--- src/include/acc_cfg.svh ---
`ifndef ACC_CFG_SVH
`define ACC_CFG_SVH

`define ACC_CLK_HZ 20000000
`define ACC_RATE_HZ 74600
`define ACC_CONV_TICKS 12
`define ACC_TICK_CYC ((`ACC_CLK_HZ) / ((`ACC_RATE_HZ) * (`ACC_CONV_TICKS)))
`define ACC_MIN_CONV_NS 13000

`define ACC_OFF_CTRL 8'h00
`define ACC_OFF_MASK 8'h04
`define ACC_OFF_FLAG 8'h08
`define ACC_OFF_RES_LO 8'h0C
`define ACC_OFF_RES_HI 8'h10

`define ACC_CTRL_START 0
`define ACC_CTRL_POWER 2
`define ACC_CTRL_RATE_LSB 3
`define ACC_CTRL_CHAN_LSB 5
`define ACC_CTRL_WMASK 8'hFD
`define ACC_CTRL_RST 8'h00

`define ACC_MASK_PWM_A 4
`define ACC_MASK_DONE 5
`define ACC_MASK_PWM_B 7
`define ACC_MASK_WMASK 8'hB0
`define ACC_MASK_RST 8'h00

`define ACC_FLAG_DONE 5
`define ACC_RES_HI_LSB 4

`endif

--- src/include/acc_pkg.sv ---
package acc_pkg;
  typedef enum logic [1:0] {
    ACC_IDLE,
    ACC_SAMPLE,
    ACC_TRIAL,
    ACC_FINISH
  } acc_state_t;

  typedef logic [9:0] acc_result_t;

  function automatic logic acc_hit(input logic [7:0] addr,
                                   input logic [7:0] off);
    acc_hit = (addr == off);
  endfunction
endpackage

--- src/include/acc_conv_if.sv ---
`timescale 1ns/1ns
interface acc_conv_if;
  import acc_pkg::*;
  logic go;
  logic [1:0] rate_sel;
  logic cmp;
  logic done;
  logic busy;
  logic sample;
  acc_result_t dac_code;
  acc_result_t result;

  modport ctl (
    output go, rate_sel, cmp,
    input done, busy, sample, dac_code, result
  );
  modport seq (
    input go, rate_sel, cmp,
    output done, busy, sample, dac_code, result
  );
endinterface

--- src/hdl/acc_ctrl.sv ---
`timescale 1ns/1ns
`include "acc_cfg.svh"
module acc_ctrl
  import acc_pkg::*;
#(
  parameter int TICK_CYC = `ACC_TICK_CYC
) (
  // Clock and reset
  input wire logic i_clk,
  input wire logic i_rst,
  // APB slave
  input wire logic i_psel,
  input wire logic i_penable,
  input wire logic i_pwrite,
  input wire logic [7:0] i_paddr,
  input wire logic [31:0] i_pwdata,
  output logic [31:0] o_prdata,
  output logic o_pready,
  output logic o_pslverr,
  // Analog converter core
  input wire logic i_cmp,
  output logic [9:0] o_dac_code,
  output logic o_sample,
  output logic o_bias_en,
  output logic [2:0] o_chan_sel,
  // Interrupt and PWM mask outputs
  output logic o_conv_irq,
  output logic o_pwm_a_irq_en,
  output logic o_pwm_b_irq_en
);
  acc_conv_if cif ();

  logic [7:0] ctrl;
  logic [7:0] mask;
  logic flag;
  logic [7:0] res_lo;
  logic [1:0] res_hi;
  logic cmp_s1;
  logic cmp_s2;

  logic setup;
  logic access;
  logic wr;
  logic sel_ctrl;
  logic sel_mask;
  logic sel_flag;
  logic sel_lo;
  logic sel_hi;
  logic mapped;
  logic wr_ctrl;
  logic wr_mask;
  logic wr_flag;
  logic done_masked;
  logic next_start;
  logic next_flag;
  logic [7:0] rd_val;

  // Bus decode
  assign setup = i_psel && !i_penable;
  assign access = i_psel && i_penable && o_pready;
  assign wr = access && i_pwrite;
  assign sel_ctrl = acc_hit(i_paddr, `ACC_OFF_CTRL);
  assign sel_mask = acc_hit(i_paddr, `ACC_OFF_MASK);
  assign sel_flag = acc_hit(i_paddr, `ACC_OFF_FLAG);
  assign sel_lo = acc_hit(i_paddr, `ACC_OFF_RES_LO);
  assign sel_hi = acc_hit(i_paddr, `ACC_OFF_RES_HI);
  assign mapped = sel_ctrl || sel_mask || sel_flag || sel_lo || sel_hi;
  assign wr_ctrl = wr && sel_ctrl;
  assign wr_mask = wr && sel_mask;
  assign wr_flag = wr && sel_flag;

  // Conversion end only counts as an event while the mask is set
  assign done_masked = cif.done && mask[`ACC_MASK_DONE];

  // A write of one wins over the hardware clear in the same cycle
  assign next_start = (wr_ctrl && i_pwdata[`ACC_CTRL_START]) ||
                      (!wr_ctrl && ctrl[`ACC_CTRL_START] &&
                       !done_masked);

  // Writing zero to the flag clears it; a new event wins
  assign next_flag = done_masked ||
                     (flag && !(wr_flag &&
                                !i_pwdata[`ACC_FLAG_DONE]));

  always_comb begin
    rd_val = 8'h00;
    if (sel_ctrl) begin
      rd_val = ctrl;
    end else if (sel_mask) begin
      rd_val = mask;
    end else if (sel_flag) begin
      rd_val[`ACC_FLAG_DONE] = flag;
    end else if (sel_lo) begin
      rd_val = res_lo;
    end else if (sel_hi) begin
      rd_val[`ACC_RES_HI_LSB +: 2] = res_hi;
    end
  end

  // Converter only runs with bias on
  assign cif.go = ctrl[`ACC_CTRL_START] && ctrl[`ACC_CTRL_POWER];
  assign cif.rate_sel = ctrl[`ACC_CTRL_RATE_LSB +: 2];
  assign cif.cmp = cmp_s2;

  acc_conv_seq #(
    .TICK_CYC(TICK_CYC)
  ) u_seq (
    .i_clk(i_clk),
    .i_rst(i_rst),
    .cif(cif)
  );

  // Comparator comes from the analog core, outside the clock domain
  always_ff @(posedge i_clk or posedge i_rst) begin
    if (i_rst) begin
      cmp_s1 <= 1'b0;
      cmp_s2 <= 1'b0;
    end else begin
      cmp_s1 <= i_cmp;
      cmp_s2 <= cmp_s1;
    end
  end

  // APB: no wait state; ready and read data are loaded from flops in the setup cycle
  always_ff @(posedge i_clk or posedge i_rst) begin
    if (i_rst) begin
      o_pready <= 1'b0;
      o_pslverr <= 1'b0;
      o_prdata <= 32'h0000_0000;
    end else begin
      o_pready <= setup;
      o_pslverr <= setup && !mapped;
      if (setup) begin
        o_prdata <= {24'h00_0000, rd_val};
      end
    end
  end

  always_ff @(posedge i_clk or posedge i_rst) begin
    if (i_rst) begin
      ctrl <= `ACC_CTRL_RST;
      mask <= `ACC_MASK_RST;
      flag <= 1'b0;
    end else begin
      if (wr_ctrl) begin
        ctrl <= i_pwdata[7:0] & `ACC_CTRL_WMASK;
      end
      ctrl[`ACC_CTRL_START] <= next_start;
      if (wr_mask) begin
        // Unused bit 6 is not stored
        mask <= i_pwdata[7:0] & `ACC_MASK_WMASK;
      end
      flag <= next_flag;
    end
  end

  // Both halves load in one edge
  always_ff @(posedge i_clk or posedge i_rst) begin
    if (i_rst) begin
      res_lo <= 8'h00;
      res_hi <= 2'b00;
    end else if (cif.done) begin
      res_lo <= cif.result[7:0];
      res_hi <= cif.result[9:8];
    end
  end

  always_ff @(posedge i_clk or posedge i_rst) begin
    if (i_rst) begin
      o_bias_en <= 1'b0;
      o_chan_sel <= 3'b000;
      o_conv_irq <= 1'b0;
      o_pwm_a_irq_en <= 1'b0;
      o_pwm_b_irq_en <= 1'b0;
    end else begin
      o_bias_en <= ctrl[`ACC_CTRL_POWER];
      o_chan_sel <= ctrl[`ACC_CTRL_CHAN_LSB +: 3];
      o_conv_irq <= flag && mask[`ACC_MASK_DONE];
      o_pwm_a_irq_en <= mask[`ACC_MASK_PWM_A];
      o_pwm_b_irq_en <= mask[`ACC_MASK_PWM_B];
    end
  end

  assign o_dac_code = cif.dac_code;
  assign o_sample = cif.sample;
endmodule

--- src/hdl/acc_conv_seq.sv ---
`timescale 1ns/1ns
`include "acc_cfg.svh"
module acc_conv_seq
  import acc_pkg::*;
#(
  parameter int TICK_CYC = `ACC_TICK_CYC
) (
  // Clock and reset
  input wire logic i_clk,
  input wire logic i_rst,
  // Controller side
  acc_conv_if.seq cif
);
  localparam logic [7:0] BASE = 8'(TICK_CYC - 1);

  acc_state_t state;
  logic [7:0] div_cnt;
  logic [3:0] bit_idx;
  logic [3:0] tick_cnt;
  logic [7:0] reload;
  logic tick;

  // Slower rates double the period per step
  assign reload = 8'(((TICK_CYC) << cif.rate_sel) - 1);
  assign tick = (div_cnt == 8'h00);

  always_ff @(posedge i_clk or posedge i_rst) begin
    if (i_rst) begin
      div_cnt <= BASE;
    end else if (tick || (state == ACC_IDLE && !cif.go)) begin
      div_cnt <= reload;
    end else begin
      div_cnt <= div_cnt - 8'h01;
    end
  end

  always_ff @(posedge i_clk or posedge i_rst) begin
    if (i_rst) begin
      state <= ACC_IDLE;
      bit_idx <= 4'h0;
      cif.dac_code <= 10'h000;
      cif.sample <= 1'b0;
      cif.done <= 1'b0;
      cif.result <= 10'h000;
    end else begin
      cif.done <= 1'b0;
      if (!cif.go) begin
        // Dropping start or power aborts without a result
        state <= ACC_IDLE;
        cif.sample <= 1'b0;
      end else if (tick) begin
        unique case (state)
          ACC_IDLE: begin
            state <= ACC_SAMPLE;
            cif.sample <= 1'b1;
          end
          ACC_SAMPLE: begin
            state <= ACC_TRIAL;
            cif.sample <= 1'b0;
            bit_idx <= 4'd9;
            cif.dac_code <= 10'h200;
          end
          ACC_TRIAL: begin
            cif.dac_code[bit_idx] <= cif.cmp;
            if (bit_idx == 4'd0) begin
              state <= ACC_FINISH;
            end else begin
              cif.dac_code[bit_idx - 4'd1] <= 1'b1;
              bit_idx <= bit_idx - 4'd1;
            end
          end
          ACC_FINISH: begin
            state <= ACC_IDLE;
            cif.done <= 1'b1;
            cif.result <= cif.dac_code;
          end
        endcase
      end
    end
  end

  assign cif.busy = (state != ACC_IDLE);

  // Helper for checking the conversion length
  always_ff @(posedge i_clk or posedge i_rst) begin
    if (i_rst) begin
      tick_cnt <= 4'h0;
    end else if (tick) begin
      tick_cnt <= (state == ACC_IDLE) ? 4'h0 : tick_cnt + 4'h1;
    end
  end
endmodule

--- config.mk ---
export PLATFORM = sky130hd
export DESIGN_NAME = acc_ctrl
export DESIGN_NICKNAME = d
export VERILOG_FILES = /design/src/include/acc_pkg.sv /design/src/include/acc_conv_if.sv /design/src/hdl/acc_ctrl.sv /design/src/hdl/acc_conv_seq.sv
export VERILOG_INCLUDE_DIRS = /design/src /design/src/include
export SDC_FILE = /design/constraint.sdc
export NUM_CORES = 1
export LEC_CHECK = 0
export BUFFER_PORTS_ARGS = -buffer_cell sky130_fd_sc_hd__buf_4
export CORE_UTILIZATION = 25
export CTS_BUF_LIST = sky130_fd_sc_hd__clkbuf_16
export DETAILED_ROUTE_END_ITERATION = 12
export GPL_ROUTABILITY_DRIVEN = 1
export PLACE_DENSITY = 0.54
export SLEW_MARGIN = 20
export SYNTH_ARGS = -nofsm -noshare
export SYNTH_HDL_FRONTEND = slang
export SYNTH_SLANG_ARGS = --single-unit
--- constraint.sdc ---
create_clock -name i_clk -period 2.8 [get_ports i_clk]
set_input_delay 0.56 -clock i_clk [delete_from_list [all_inputs] [get_ports i_clk]]
set_output_delay 0.56 -clock i_clk [all_outputs]
set_load 0.1 [all_outputs]
# == After elaboration in Yosys (flattened, before gate mapping) ==
# Index checks and enable logic that the tools add are counted.
# word_totals
out_inout_bits,52
regBits,76
# op_classes
reduce_logical,43
eq_ne,11
shifts,1
n_bitwise,1
mux,29
order_cmp,4
n_addsub,3
# ops
operator,count
two-way mux 8 bit,3
case mux 10 bit (2 select lines),1
logical AND 1 bit,19
"== test 8 x 4 -> 1 bit, second input constant",2
zero test 8 bit,2
two-way mux 2 bit,7
bitwise mux 10 bit,1
"less-than comparator 4 x 5 -> 1 bit, second input constant",2
two-way mux 10 bit,1
OR 10 bit,1
demux 1 bit (select 4 bit),2
"== test 8 x 3 -> 1 bit, second input constant",1
"== test 8 x 5 -> 1 bit, second input constant",1
"greater-or-equal comparator 4 x 1 -> 1 bit, second input constant",2
two-way mux 1 bit,8
two-way mux 4 bit,2
case mux 2 bit (4 select lines),1
case mux 4 bit (2 select lines),1
"<< shifter 5 x 2 -> 8 bit, first input constant",1
"subtractor 8 x 1 -> 8 bit, second input constant",1
"subtractor 8 x 2 -> 8 bit, second input constant",1
zero test 1 bit,7
logical OR 1 bit,7
"!= test 3 bit, second input constant",2
12 further kinds,16

# == Longest topological paths before layout ==
# logic_depth
word_depth,8
mapped_depth,8

# == Cells and area by module ==
# Synthesis repeated with hierarchy kept, for this count alone.
# hier_totals
hier_cells,387
area_unflattened_um2,4129.0
# by_module_without_submodules
module,instances,seq_area_each_um2,cells_each,area_per_inst_um2
acc_conv_seq,1,904.6,234,2306.0
acc_ctrl,1,1001.0,153,1823.0

# == Least setup slack after synthesis ==
# Ideal clock, no wire load.
# synth_path
path_kind,input port to flip-flop
start,input i_paddr[7]
end,register o_prdata[5]
setup_time_ps,123
required_ps,2677
path_buffers,0
arrival_ps,1925
path_slack_ps,752
path_stages,5
path_cell_list,or4_4 -> or2_4 -> nor4_4 -> nand2b_1 -> a32o_1
# synth_via
elab_chain_cells,6
# synth_lines
item,line,text
from (decl),acc_ctrl.sv:15,"input wire logic [7:0] i_paddr,"
== test 8 x 5 -> 1 bit,acc_pkg.sv:13,acc_hit = (addr == off);
two-way mux 2 bit,acc_ctrl.sv:95,end else if (sel_hi) begin
two-way mux 2 bit,acc_ctrl.sv:93,end else if (sel_lo) begin
two-way mux 1 bit,acc_ctrl.sv:91,end else if (sel_flag) begin
two-way mux 8 bit,acc_ctrl.sv:89,end else if (sel_mask) begin
two-way mux 8 bit (*),acc_ctrl.sv:87,if (sel_ctrl) begin
to (signal assigned),acc_ctrl.sv:134,"o_prdata <= {24'h00_0000, rd_val};"
to (decl),acc_ctrl.sv:17,"output logic [31:0] o_prdata,"
# Mark *: on every way between the ends. The rest lies on a longest branch, timed or not.
# A chain may end at the register's enable or synchronous reset.

# == Worst setup path after layout ==
# layout_path
start,register u_seq.div_cnt[1]
end,register u_seq.cif.result[6]
# layout_via
elab_chain_cells,2
# layout_lines
item,line,text
from (decl),acc_conv_seq.sv:17,logic [7:0] div_cnt;
from (signal assigned),acc_conv_seq.sv:31,div_cnt <= reload;
from (signal assigned),acc_conv_seq.sv:33,div_cnt <= div_cnt - 8'h01;
zero test 8 bit,acc_conv_seq.sv:25,assign tick = (div_cnt == 8'h00);
AND reduction 3 bit (no line),-,
to (signal assigned),acc_conv_seq.sv:75,cif.result <= cif.dac_code;
to (decl),acc_conv_if.sv:19,"output done, busy, sample, dac_code, result"
# No other way between the ends.

==> results.txt <==
----------------------------------------------------
[Yosys]
  Mapped cell area ... around 4000 sq um
  Fraction of the mapped netlist area in compound gates ... 0.112
  Top_reg_cell synth ... dfrtp_1
  Adder-Cell Fraction of Synth Area ... 0.0563
  EDFF count, synth ... 0
  Fraction of the mapped netlist area in simple logic gates ... 0.151
  Cells after synthesis ... ~380
  Multiplexer fraction of the synthesized cell area ... 0.102
  Cell variety after synth ... 52
  Async SR Flop Fraction ... 1.00
  Post-synthesis sequential area ratio ... 0.477
  Number of warning messages in the yosys log ... 0
  Largest family of logic cells by synthesized area ... simple AND/OR/NAND/NOR gates
  Mean post-synth cell area ... roughly 10 sq um
  Synthesized-area fraction occupied by xor and xnor cells ... 0.0197
  Total of flip-flops plus latches after synthesis ... between 70 and 80

[Worst setup path]
  Launch point of the worst path ... u_seq.div_cnt[1]
  Instance count on the critical path ... 7
  Worst R2R End ... u_seq.cif.result[6]
  Family with the most delay on the worst path ... simple AND/OR/NAND/NOR gates
  Number of buffer and inverter instances along the worst setup path ... 1
  Worst endpoint data arrival time ... approximately 2400 ps
  Setup slack of the most critical reg-to-reg path ... 650 ps
  Req. time, crit path ... about 3000 ps
  Crit path cell chain ... inv_1 -> ha_1 -> nor3b_1 -> nand2_1 -> nor2_1 -> nand2_1 -> mux2_2
  Category of the worst setup path launch point ... flop
  Number of cells on the worst reg-to-reg path ... 7
  Delay of the slowest cell on the worst path ... a little under 400 ps
  Destination of the critical timing path ... u_seq.cif.result[6]
  Most common cell type on the critical path ... nand2_1
  Cell with the largest stage delay on the worst path ... nor3b_1
  Largest fanout on the critical path ... 11
  Kind of end point of the critical path ... flop
  CP Class ... reg -> reg
  Startpoint of the worst-slack reg-to-reg timing path ... u_seq.div_cnt[1]

[Clock tree]
  Max Buffers Root-to-Sink ... 2
  Cell at the root of the clock tree ... clkbuf_16
  Clk pin slew, worst setup/hold paths ... about 60 ps
  Count of H-tree levels built during CTS ... 3
  Clock Sinks ... between 70 and 80
  Clock buffers created by TritonCTS ... 9
  Hold-fix buffer count after cts ... 0
  Post-CTS setup repair buffer count ... 0
  CTS tree ... done
  Clk Latency, worst-skew pair ... 330 ps
  Gates resized, CTS repair ... 0

[Route]
  Post-route DRC ... 0
  Routed len/inst ... roughly 13 microns
  Routed Antenna Nets ... 0
  Total Routed Length ... 8390 microns
  Detailed-route vias per instance ... 4.35
  Detailed router's first-iteration violation count ... 181
  Via count ... roughly 2,800
  Number of detailed-route iterations in the first pass ... 4

[Floorplanning]
  Overall die width ... between 100 and 150 microns
  IO Pins ... slightly below 100
  Effective utilization at floorplan ... 0.259
  Cell Rows ... between 40 and 50
  Full die area ... roughly 16,000 sq um
  Height of the die ... roughly 130 microns
  Placeable core region ... between 15,000 and 20,000 sq um

[Layout]
  Ant. Diodes ... 0
  Layout Nets ... slightly below 500
  Count of filler cells inserted in the layout ... ~1,600
  Number of standard cells in the layout, taps in and fillers out ... 645
  Area delta synth->final ... 20.7%
  Share of final-layout standard cells stronger than drive strength 1 ... 0.251

[STA]
  Final period demand of the worst path ... 2150 ps
  Max-slew violation count ... 0
  Fin Clk Skew ... 9.65 ps
  Relative slew slack ... 0.653
  F_max ... between 400 and 500 MHz
  Count of final hold-check violations ... 0
  Total negative setup slack ... 0 ps
  Unrepaired setup endpoints after global routing ... false
  Final setup violation count ... 0
  Least-Margin Pin Slew ... a little over 500 ps
  Final critical-path share of the clock period ... 0.768

[Power and ir drop]
  Internal Dissipation ... roughly 2000 uW
  Combinational share of power ... 0.089
  Net switching power ... about 660 uW
  Share of total power consumed by net switching ... 0.247
  Leakage power total ... 0.00230 uW
  Power density normalized to cell area ... between 500 and 600 nW/um^2
  Maximum ir drop on the vdd rail ... between 0.2 and 0.3 mV
  Relative contribution of sequential cells to total power ... 0.416
  Portion of total power attributed to the clock network ... 0.495

[GRT]
  Vias in the first global route ... about 2,800
  GRT Total Usage ... 0.108
  Antenna violations before repair ... 0
  Leftover overflow at the end of global routing ... 0
  First-pass GRT wire length ... between 10,000 and 15,000 microns
  Largest net degree at the start of global routing ... 77

[Outcome]
  Status ... completed

[Placed design]
  Number of port buffers ... 48
  DP Wirelength ... between 6000 and 7000 microns
  Placer's final routability congestion estimate ... 0.859
  Post-placement cell count ... 629

[Worst hold path]
  Path type of the worst min-delay path ... in -> async

[Run]
  Maximum Capacitance Violations ... 0

----------------------------------------------------
## layer usage
metal / global-route usage / wire [microns] / share of wire
met5: 0 / 0 / 0
met3: 0.0308 / 406 / 0.048
met4: 0.0318 / 65 / 0.0078
met2: 0.169 / 3850 / 0.46
met1: 0.144 / 4070 / 0.49
## layout make-up
| cell class | instances | area, sq um | share of cell area |
|---|---|---|---|
| repair buffers | 50 | 388 | 0.0804 |
| clock buffers | 9 | 225 | 0.0467 |
| clock inverters | 7 | 116 | 0.0241 |
| inverters | 20 | 75.1 | 0.0156 |
| flip-flops and latches | 76 | 1910 | 0.395 |
| well taps | 211 | 264 | 0.0547 |
| multi-input cells | 272 | 1850 | 0.383 |
## kinds of logic after synthesis
family                   count (synthesis)
AO/OA/AOI/OAI                           72
XOR/XNOR                                 9
multiplexers                            37
buffers and inverters                   57
flip-flops                              76
AND/OR/NAND/NOR                        112
other                                    1
adder cells (fa/ha/maj)                 18
## synthesized netlist by cell type (7+ instances only)
library cell,n,share of area
nor2_1,22,0.021
mux2_2,29,0.082
buf_4,24,0.045
mux2i_1,8,0.020
dfrtp_1,73,0.46
inv_1,20,0.019
nand3_1,8,0.010
ha_1,18,0.056
nor3_1,8,0.010
nand2_1,38,0.036
a21oi_1,23,0.029
o21ai_0,18,0.023
clkbuf_1,7,0.0066
## state kept, by name (all words and copies together), names as in the netlist
register	cells
o_pready	1
res_hi	2
o_prdata	8
u_seq.cif.result	10
u_seq.cif.dac_code	10
mask	3
u_seq.state	2
o_pwm_b_irq_en	1
o_pwm_a_irq_en	1
res_lo	8
cif.cmp	1
u_seq.cif.done	1
o_bias_en	1
o_chan_sel	3
ctrl	7
cmp_s1	1
u_seq.div_cnt	8
flag	1
u_seq.cif.sample	1
u_seq.bit_idx	4
o_pslverr	1
o_conv_irq	1
## how the worst min path moves through the flow
| stage | startpoint | end | slack, ps |
|---|---|---|---|
| after global placement | cmp_s1 | cif.cmp | 330 |
| after CTS | i_cmp | cmp_s1 | 330 |
| final | i_rst | u_seq.div_cnt[3] | 320 |
| after floorplan | cmp_s1 | cif.cmp | 330 |
| after global routing | i_cmp | cmp_s1 | 330 |
| after detailed placement | cmp_s1 | cif.cmp | 340 |
## power by group through the flow
stage | clock [uW] | sequential, uW | combinational (uW)
2_1_floorplan | 0 | 1140 | 211
3_3_place_gp | 0 | 1130 | 237
3_5_place_dp | 0 | 1130 | 238
4_1_cts | 1350 | 1110 | 239
5_1_grt | 1400 | 1110 | 250
6_report | 1320 | 1110 | 236
## through the flow
step | hold WS (ps) | instance area (sq um) | utilization | setup slack (ps) | total power [uW]
after detailed placement | 336 | 4480 | 0.291 | 510 | 1370
after global routing | 332 | 4820 | 0.313 | 367 | 2750
after CTS | 332 | 4820 | 0.313 | 611 | 2700
after global placement | 333 | 4480 | 0.291 | 508 | 1360
after floorplan | 331 | 4080 | - | 307 | 1350
final | 320 | 4820 | 0.313 | 650 | 2660
## placed cells by master (no fill, tap or decap), types with 9 or more instances in the layout
master	netlist	routed
clkbuf_16	0	9
dfrtp_1	73	73
conb_1	1	24
inv_1	20	20
ha_1	18	18
buf_4	24	49
mux2_2	29	29
nand2_1	38	38
o21ai_0	18	18
nor2_1	22	22
a21oi_1	23	23
## worst reg2reg max path: cells and delay by family (launching register included)
kind / cells / cell delay, ps
adders and majority gates: 1 / 130
buffers and inverters: 1 / 80
DFF: 1 / 380
muxes: 1 / 380
and+or+nand+nor: 4 / 1060
No activity file was read; power rests on OpenSTA's default activity.
